### src/common/sab_defines.vh
// constants for the charge alert and battery detect block
`ifndef SAB_DEFINES_VH
`define SAB_DEFINES_VH
`define SAB_CLK_HZ        10000000
`define SAB_PULSE_US      1000
`define SAB_PULSE_CYCLES  ((`SAB_CLK_HZ / 1000000) * `SAB_PULSE_US)
`define SAB_PCT_FULL      7'h64
`define SAB_PCT_EMPTY     7'h00
`define SAB_STEP_DEFAULT  7'h01
`define SAB_MODE_INIT     2'h0
`define SAB_MODE_PREP     2'h1
`define SAB_MODE_NORMAL   2'h2
`define SAB_INIT_CYCLES   16
`define SAB_CMD_CYCLES    4
`endif

### src/sab_alert_detect.v
// charge alert output pin and battery presence detection
`timescale 1ns/1ps
`include "sab_defines.vh"
// What this block does
// - polarity select inverts or passes output pin
// - select bit picks low flag or pulses
// - low indicator tracks charge initial flag
// - initial flag set below, cleared above threshold
// - final flag uses separate set/clear thresholds
// - each step, state or pin removal event gives one 1 ms pulse; insertion gives none, queue holds up to 15
// - step crossing pulses while charging or discharging
// - charge/discharge entry pulses, relaxation does not
// - removal pulses when pin detect enabled
// - falling detect pin edge means insertion
// - rising detect pin edge means removal
// - detect pin ignored when pin detect disabled; subcommands used instead
// - insertion plus init done enters normal
// - halted in init, wakes briefly for commands
module sab_alert_detect #(
  parameter PULSE_CYCLES = `SAB_PULSE_CYCLES,
  parameter INIT_CYCLES  = `SAB_INIT_CYCLES,
  parameter CMD_CYCLES   = `SAB_CMD_CYCLES
) (
  input  wire       ref_clk,
  input  wire       srst,
  input  wire       output_polarity_select,
  input  wire       low_battery_output_select,
  input  wire       pin_detect_enable,
  input  wire [6:0] charge_percent,
  input  wire [6:0] first_set_threshold,
  input  wire [6:0] final_set_threshold,
  input  wire [6:0] final_clear_threshold,
  input  wire [6:0] charge_step_size,
  input  wire       charging,
  input  wire       discharging,
  input  wire       battery_present_input,
  input  wire       insert_subcommand,
  input  wire       remove_subcommand,
  input  wire       host_command,
  output reg        general_output_pin,
  output reg        charge_initial_flag,
  output reg        charge_final_flag,
  output reg        battery_inserted,
  output reg  [1:0] gauge_mode,
  output reg        gauging_active,
  output reg        core_awake
);

  // true when pct lies on a step point counted down from full
  function is_step_point;
    input [6:0] pct;
    input [6:0] step;
    reg   [6:0] gap;
    begin
      gap = `SAB_PCT_FULL - pct;
      if (step == 7'h00)
        is_step_point = 1'b0;
      else
        is_step_point = ((gap % step) == 7'h00) || (pct == `SAB_PCT_EMPTY);
    end
  endfunction

  reg        bin_meta;      // first synchroniser stage
  reg        bin_sync;      // second synchroniser stage
  reg        bin_prev;      // previous synchronised value
  reg  [6:0] pct_prev;      // charge percent last cycle
  reg        chg_prev;      // charging last cycle
  reg        dis_prev;      // discharging last cycle
  reg  [3:0] pend_cnt;      // queued pulse events
  reg [31:0] pulse_cnt;     // pulse width counter
  reg        pulse_on;      // pulse in progress
  reg [31:0] init_cnt;      // initialization timer
  reg [31:0] wake_cnt;      // command wake timer
  wire       step_on;       // step events enabled
  wire       ins_evt;       // insertion event
  wire       rem_evt;       // removal event
  wire       step_evt;      // step crossing event
  wire       state_evt;     // charge/discharge entry event
  wire       rem_pulse;     // removal qualifies for a pulse
  wire [2:0] new_evts;      // events this cycle
  wire [4:0] pend_sum;      // queue depth before saturation, one bit wider so it cannot wrap
  wire       start_pulse;   // a pulse begins now
  reg        next_pin;      // next output pin level

  assign step_on   = (charge_step_size != 7'h00);
  assign ins_evt   = pin_detect_enable ? (bin_prev & ~bin_sync) : insert_subcommand;
  assign rem_evt   = pin_detect_enable ? (~bin_prev & bin_sync) : remove_subcommand;
  // crossing onto a step point in the direction of current flow
  assign step_evt  = step_on && (charge_percent != pct_prev) && is_step_point(charge_percent, charge_step_size) &&
                     ((charging && charge_percent > pct_prev) || (discharging && charge_percent < pct_prev));
  assign state_evt = step_on && ((charging && !chg_prev) || (discharging && !dis_prev));
  assign rem_pulse = pin_detect_enable && (~bin_prev & bin_sync);
  assign new_evts  = {2'b00, step_evt} + {2'b00, state_evt} + {2'b00, rem_pulse};
  assign start_pulse = !pulse_on && (pend_cnt != 4'h0);
  assign pend_sum    = {1'b0, pend_cnt} + {2'b00, new_evts} - {4'h0, start_pulse};

  // two-stage synchroniser then edge history on the detect pin
  always @(posedge ref_clk)
  begin
    if (srst)
    begin
      bin_meta <= 1'b1;
      bin_sync <= 1'b1;
      bin_prev <= 1'b1;
    end
    else
    begin
      bin_meta <= battery_present_input;
      bin_sync <= bin_meta;
      bin_prev <= bin_sync;
    end
  end

  // charge threshold flags with hysteresis on the final flag
  always @(posedge ref_clk)
  begin
    if (srst)
    begin
      charge_initial_flag <= 1'b0;
      charge_final_flag   <= 1'b0;
    end
    else
    begin
      if (charge_percent < first_set_threshold)
        charge_initial_flag <= 1'b1;
      else if (charge_percent > first_set_threshold)
        charge_initial_flag <= 1'b0;
      if (charge_percent < final_set_threshold)
        charge_final_flag <= 1'b1;
      else if (charge_final_flag && charge_percent > final_clear_threshold)
        charge_final_flag <= 1'b0;
    end
  end

  // event history and pulse queue; a full queue saturates
  always @(posedge ref_clk)
  begin
    if (srst)
    begin
      pct_prev  <= 7'h00;
      chg_prev  <= 1'b0;
      dis_prev  <= 1'b0;
      pend_cnt  <= 4'h0;
      pulse_cnt <= 32'h0;
      pulse_on  <= 1'b0;
    end
    else
    begin
      pct_prev <= charge_percent;
      chg_prev <= charging;
      dis_prev <= discharging;
      // arrivals during a pulse wait in the queue
      if (pend_sum > 5'h0F)
        pend_cnt <= 4'hF;
      else
        pend_cnt <= pend_sum[3:0];
      if (start_pulse)
      begin
        pulse_on  <= 1'b1;
        pulse_cnt <= 32'h0;
      end
      else if (pulse_on)
      begin
        if (pulse_cnt == PULSE_CYCLES - 1)
          pulse_on <= 1'b0;
        else
          pulse_cnt <= pulse_cnt + 32'h1;
      end
    end
  end

  // pin function select and polarity
  always @*
  begin
    if (low_battery_output_select)
      next_pin = charge_initial_flag;
    else
      next_pin = pulse_on;
    next_pin = next_pin ^ output_polarity_select;
  end

  // output pin register
  always @(posedge ref_clk)
  begin
    if (srst)
      general_output_pin <= 1'b0;
    else
      general_output_pin <= next_pin;
  end

  // operating mode: init waits for insertion, prep runs init, then normal
  always @(posedge ref_clk)
  begin
    if (srst)
    begin
      battery_inserted <= 1'b0;
      gauge_mode       <= `SAB_MODE_INIT;
      gauging_active   <= 1'b0;
      init_cnt         <= 32'h0;
      wake_cnt         <= 32'h0;
      core_awake       <= 1'b0;
    end
    else
    begin
      // insertion wins over a same-cycle removal
      if (ins_evt)
        battery_inserted <= 1'b1;
      else if (rem_evt)
        battery_inserted <= 1'b0;
      case (gauge_mode)
        `SAB_MODE_INIT:
        begin
          if (ins_evt)
          begin
            gauge_mode <= `SAB_MODE_PREP;
            init_cnt   <= 32'h0;
          end
        end
        `SAB_MODE_PREP:
        begin
          if (rem_evt && !ins_evt)
            gauge_mode <= `SAB_MODE_INIT;
          else if (init_cnt == INIT_CYCLES - 1)
            gauge_mode <= `SAB_MODE_NORMAL;
          else
            init_cnt <= init_cnt + 32'h1;
        end
        `SAB_MODE_NORMAL:
        begin
          if (rem_evt && !ins_evt)
            gauge_mode <= `SAB_MODE_INIT;
        end
        default:
          gauge_mode <= `SAB_MODE_INIT;
      endcase
      gauging_active <= (gauge_mode == `SAB_MODE_NORMAL) && !(rem_evt && !ins_evt);
      // halted core wakes for a host command then halts again
      if (gauge_mode != `SAB_MODE_INIT)
      begin
        core_awake <= 1'b1;
        wake_cnt   <= 32'h0;
      end
      else if (host_command)
      begin
        core_awake <= 1'b1;
        wake_cnt   <= 32'h0;
      end
      else if (core_awake)
      begin
        if (wake_cnt >= CMD_CYCLES - 1)
          core_awake <= 1'b0;
        else
          wake_cnt <= wake_cnt + 32'h1;
      end
    end
  end

endmodule // sab_alert_detect
### config.mk
export PLATFORM = sky130hd
export DESIGN_NAME = sab_alert_detect
export DESIGN_NICKNAME = d
export VERILOG_FILES = /design/src/sab_alert_detect.v
export VERILOG_INCLUDE_DIRS = /design/src /design/src/common
export SDC_FILE = /design/constraint.sdc
export NUM_CORES = 1
export LEC_CHECK = 0
export ABC_AREA = 0
export ABC_CLOCK_PERIOD_IN_PS = 23500
export BUFFER_PORTS_ARGS = -buffer_cell sky130_fd_sc_hd__clkbuf_2
export CAP_MARGIN = 40
export CELL_PAD_IN_SITES_DETAIL_PLACEMENT = 1
export CELL_PAD_IN_SITES_GLOBAL_PLACEMENT = 1
export CORE_MARGIN = 4
export CORE_UTILIZATION = 50
export DETAILED_ROUTE_END_ITERATION = 6
export PLACE_DENSITY = 0.95
export SLEW_MARGIN = 20
export SYNTH_ARGS = -nofsm -noshare
export SYNTH_HDL_FRONTEND = slang
export SYNTH_SLANG_ARGS = --single-unit
### constraint.sdc
create_clock -name ref_clk -period 23.5 [get_ports ref_clk]
set_input_delay 3.525 -clock ref_clk [delete_from_list [all_inputs] [get_ports ref_clk]]
set_output_delay 3.525 -clock ref_clk [all_outputs]
set_load 0.05 [all_outputs]
; ---- After elaboration in Yosys (flattened, before gate mapping)
; Index checks and enable logic that the tools add are counted.
[classes]
add_sub_neg = 8
n_bitwise = 7
eq_ne = 10
muxes = 27
n_reduce_logical = 38
div_mod_pow = 1
magnitude_cmp = 8
[op_table]
columns = cell, count
row1 = $add 32x1->32 const B, 3
row2 = $mux 32, 3
row3 = $pmux 32 s2, 1
row4 = $eq 32x14->1 const B, 1
row5 = $eq 32x4->1 const B, 1
row6 = $ge 32x2->1 const B, 1
row7 = $gt 7x7->1, 3
row8 = $logic_not 7->1, 3
row9 = $lt 7x7->1, 3
row10 = $mux 1, 17
row11 = $logic_and 1x1->1, 13
row12 = $reduce_bool 2->1, 5
row13 = $mux 2, 4
row14 = $ne 2x2->1 const B, 4
row15 = $mod 7x7->7, 1
row16 = $ne 7x7->1, 1
row17 = $reduce_bool 7->1, 1
row18 = $sub 7x7->7 const A, 1
row19 = $pmux 2 s3, 1
row20 = $add 4x3->5, 1
row21 = $gt 5x4->1 const B, 1
row22 = $logic_not 1->1, 5
row23 = $sub 5x1->5, 1
row24 = $mux 4, 1
row25 = other kinds (16), 23
[totals]
out_inout_bits = 8
in_bits = 46
wordCells = 117
register_bits = 121

; ---- Longest topological paths before layout
[logic_depth]
word_depth = 13
mapped_depth = 55
depth_no_buf = 55

; ---- Least setup slack after synthesis
; OpenSTA, ideal clock, no wires.
[synth_timing]
kind = input to register
startpoint = input port charge_percent[0]
endpoint = register pend_cnt[2]
path_stages = 48
required_ps = 23368
n_path_buf = 0
arrival_time_ps = 14669
setup_slack_ps = 8698
setup_time_ps = 132
path_cell_list = inv_1 ha_1 nor2b_1 o31ai_1 xor2_1 ha_1 a21oi_1 ha_1 or4b_2 o311ai_0 a21oi_1 ha_1 o211ai_1 a21o_1 a31oi_1 inv_1 ha_1 o21ai_0 [... 12 more ...] a31oi_2 mux2_2 ha_1 o21a_1 o31ai_1 a31oi_1 or4_2 nor4_2 a31oi_1 ha_1 fa_1 inv_1 ha_1 fa_1 a21o_1 a21oi_1 xor2_1 a21oi_1
[synth_between]
elab_chain_cells = 13
word_cells_on_any_way = 21
classes_between = add/sub: 5 / div: 1 / order compare: 3 / eq/ne: 1 / mux: 2 / reduce/logical: 9
[synth_rtl]
columns = element, line
row1 = from (decl), sab_alert_detect.v:29  ; input wire [6:0] charge_percent,
row2 = $sub 7x7->7 (no line), -
row3 = $mod 7x7->7, sab_alert_detect.v:59  ; is_step_point = ((gap % step) == 7'h00) || (pct == `SAB_PCT_EMPTY);
row4 = $logic_not 7->1, sab_alert_detect.v:59
row5 = $logic_or 1x1->1, sab_alert_detect.v:59
row6 = $mux 1, sab_alert_detect.v:56  ; if (step == 7'h00)
row7 = $logic_and 1x1->1, sab_alert_detect.v:89  ; assign step_evt = step_on && (charge_percent != pct_prev) && is_step_point(charge_percent, charge_step_size) & ...
row8 = $logic_and 1x1->1 *, sab_alert_detect.v:89
row9 = $add 1x1->2 *, sab_alert_detect.v:93  ; assign new_evts = {2'b00, step_evt} + {2'b00, state_evt} + {2'b00, rem_pulse};
row10 = $add 2x1->3 *, sab_alert_detect.v:93
row11 = $add 4x3->5 *, sab_alert_detect.v:95  ; assign pend_sum = {1'b0, pend_cnt} + {2'b00, new_evts} - {4'h0, start_pulse};
row12 = $sub 5x1->5 *, sab_alert_detect.v:95
row13 = $gt 5x4->1, sab_alert_detect.v:153  ; if (pend_sum > 5'h0F)
row14 = $mux 4 *, sab_alert_detect.v:153
row15 = to (signal assigned), sab_alert_detect.v:156  ; pend_cnt <= pend_sum[3:0];
row16 = to (decl), sab_alert_detect.v:69  ; reg [3:0] pend_cnt;
; Mark *: on every way between the ends. The rest lies on a longest branch, timed or not.
; A chain may end at the register's enable or synchronous reset.

; ---- Final worst setup path
[layout_timing]
startpoint = input port charge_percent[0]
endpoint = register pend_cnt[0]
; Same word-level chain as after synthesis.

==> impl_metrics.yaml <==
timing:
  setup_tns_ns: 0
  setup_viol: 0
  skew_ns: 0.00893
  drv_slew: 0
  fin_crit_ns: 16.83
  hold_violations: 0
  fmax_mhz: 59.4
  relSlewSlack: 0.510
  whs_ns: 0.428
  rsz0062_at_grt: "no"
  worstMarginPinSlew_ns: 0.733
  finalCritPeriodShare: 0.716
logic_synthesis:
  synth_cell_types: 58
  synth_warnings: 0
  synth_area_um2: 7200
  async_reset_ff_frac: 0
  avgSynthCellArea_um2: 8.45
  ys_seq_area_frac: 0.337
  synth-seq-cells: 121
  synth_flop_cell: "dfxtp_1"
  synthCells: 852
  synth_nets: 971
  synth_edf_count: 0
global_route:
  use_met3: 0.0571
  grt_max_degree: 33
  grt_pass1_vias: 7688
  top_usage_layer: "met2"
  met1_usage: 0.321
  gr-total-overflow: 0
  met2_usage: 0.552
  grt_pass1_wl_um: 39400
  antenna_found_initial: 0
  grt.total_usage: 0.304
worst_setup_path:
  crit_top_cell: "ha_1"
  reg2reg_slack_ns: 17.84
  worst_ep_required_time_ns: 23.83
  path_class: "in -> reg"
  r2r-start: "pct_prev[6]"
  startpoint_type: "input pin"
  arrival_ns: 17.16
  critPathCaptureType: "flop"
  r2r_cells: 18
  reg2reg_to: "pend_cnt[0]"
  crit_slowest_cell: "a2111oi_4"
  max_stage_delay_ns: 0.65
  cp_max_fo: 9
routing:
  wl_per_cell_um: 21.9
  ant_nets: 0
  via_count: 6828
  dr.pass1.iters: 4
  drcViolationCount: 0
  vias_per_cell: 6.19
  totalWireLength_um: 24100
  drtIter0Drc: 413
final_layout:
  multiInputGateArea_um2: 4480
  fin_nets: 1028
  area.growth.synth_to_final_pct: 15.2
  drive_gt1_frac: 0.117
  num-fill-cells: 1664
  regArea_um2: 2420
run:
  maxCapViolCount: 0
clock_network:
  clockBufferDepth: 2
  postCtsSetupBuffers: 0
  ctsResizeCount: 0
  cts_hold_buf: 0
  htree_levels: 4
  cts_inserted_buffers: 17
  clkSinkCount: 121
  clk_pin_slew_ns: 0.06
  cts_tree: "built"
  insertion_delay_ns: 0.42
  root_buffer: "clkbuf_16"
outcome:
  status: "completed"
power_and_ir_drop:
  p_total_w: 0.000718
  leakage_nw: 3.53
  ir_drop_mv: 0.0576
  powerDensity_nw_per_um2: 86.5
floorplanning:
  die-width_um: 128
  start_util: 0.514
  core-area_um2: 14000
  rows: 43
  fp.dieH_um: 128
  dieArea_um2: 16400
  io_pins: 54
placed_design:
  gp_congestion: 0.893
  portBuffers: 53
  dp_hpwl_um: 15000
min_path:
  hold_path_class: "reg -> reg"
  hold_depth: 1
  hold_end: "bin_sync"
  min_from: "bin_meta"
-- flip-flops by register name, indices dropped and copies added (netlist names), 2 cells and up --
register and cells:
wake_cnt 32, pend_cnt 4, pct_prev 7, pulse_cnt 32
init_cnt 32, gauge_mode 2
-- report_power, final --
part           switching, W  internal (W)
Clock             0.0000955      0.000192
Sequential       0.00000561      0.000213
Combinational      0.000131     0.0000815
-- cell type report --
class | count | area share
antenna | 1 | 0.000302
clock buffer | 26 | 0.0614
multi-input combinational | 651 | 0.540
clock inverter | 6 | 0.0161
inverter | 62 | 0.0281
sequential | 121 | 0.292
tap | 180 | 0.0272
timing repair buffer | 56 | 0.0347
-- through the flow --
stage               instances  utilization  setup WS [ns]  cell area [um2]
finish                   1103        0.593           6.67             8290
global route             1102        0.593           5.77             8290
CTS                      1102        0.593           6.86             8290
detailed placement       1070        0.547           6.84             7650
global placement         1070        0.547           7.59             7650
floorplan                 852            -           8.70             7200
-- critical path, delay by kind of cell --
family | cells | cell delay (ns)
muxes | 1 | 0.42
adders and majority gates | 12 | 3.94
and+or+nand+nor | 8 | 2.27
AOI/OAI and AO/OA | 23 | 5.90
buffers and inverters | 4 | 0.53
xor gates and xnor gates | 2 | 0.55
-- cell usage in the layout (no fill, tap or decap), types with 19 or more instances in the layout --
master,n
a21oi_1,53
and2_1,33
clkbuf_2,53
dfxtp_1,121
ha_1,70
inv_1,62
nand2_1,48
nand3_1,23
nand4_1,25
nor2_1,83
nor4_1,23
o21ai_0,32
or3_1,19
xnor2_1,20
xor2_1,41
-- worst max-delay path by stage --
stage	from	end
floorplan	charge_percent[0]	pend_cnt[2]
global placement	charge_percent[0]	pend_cnt[3]
detailed placement	charge_percent[0]	pend_cnt[0]
CTS	charge_percent[0]	pend_cnt[0]
global route	charge_percent[0]	pend_cnt[0]
finish	charge_percent[0]	pend_cnt[0]
-- Yosys cell counts (2+ instances only) --
cell / count / area [um2]
o21a_1: 9 / 67.6
a211oi_1: 3 / 22.5
and3_1: 15 / 93.8
mux2_2: 2 / 22.5
or3_1: 19 / 119
nand3b_1: 3 / 22.5
nor4_2: 2 / 25.0
nor2b_1: 18 / 113
inv_1: 62 / 233
fa_1: 3 / 60.1
or2_2: 6 / 37.5
a22o_1: 2 / 17.5
a31oi_1: 8 / 50.1
and2_1: 33 / 206
a31o_2: 3 / 26.3
xor2_1: 41 / 359
nand2_1: 48 / 180
or4_1: 9 / 67.6
o22ai_1: 4 / 25.0
a21boi_0: 3 / 22.5
ha_1: 70 / 876
nand4_1: 25 / 156
o21ai_0: 32 / 160
nor4_1: 24 / 150
xnor2_1: 20 / 175
o211ai_1: 13 / 97.6
nor4b_1: 3 / 26.3
clkbuf_1: 17 / 63.8
nand2b_1: 13 / 81.3
a21oi_1: 53 / 265
nor3_1: 9 / 45.0
o31ai_1: 5 / 37.5
dfxtp_1: 121 / 2420
and4_1: 6 / 52.6
nor2_1: 83 / 312
nand3_1: 23 / 115
a21o_1: 14 / 105
mux2_4: 2 / 30.0
mux2i_1: 7 / 70.1
-- routing by layer --
layer  part of all wire  routed length, um  vias to the layer above
met5                  0                  0                        -
met4              0.058               1400                        0
met3              0.040                963                      118
met2               0.52              12600                      238
met1               0.38               9230                     3319
li1                   -                  -                     3153
-- cell families after synthesis --
kind of cell,synth area share
XOR/XNOR,0.0742
buffers and inverters,0.0417
AO/OA/AOI/OAI,0.143
multiplexers,0.0170
flip-flops,0.337
adder cells (fa/ha/maj),0.130
AND/OR/NAND/NOR,0.257
No activity file was read; power rests on OpenSTA's default activity.
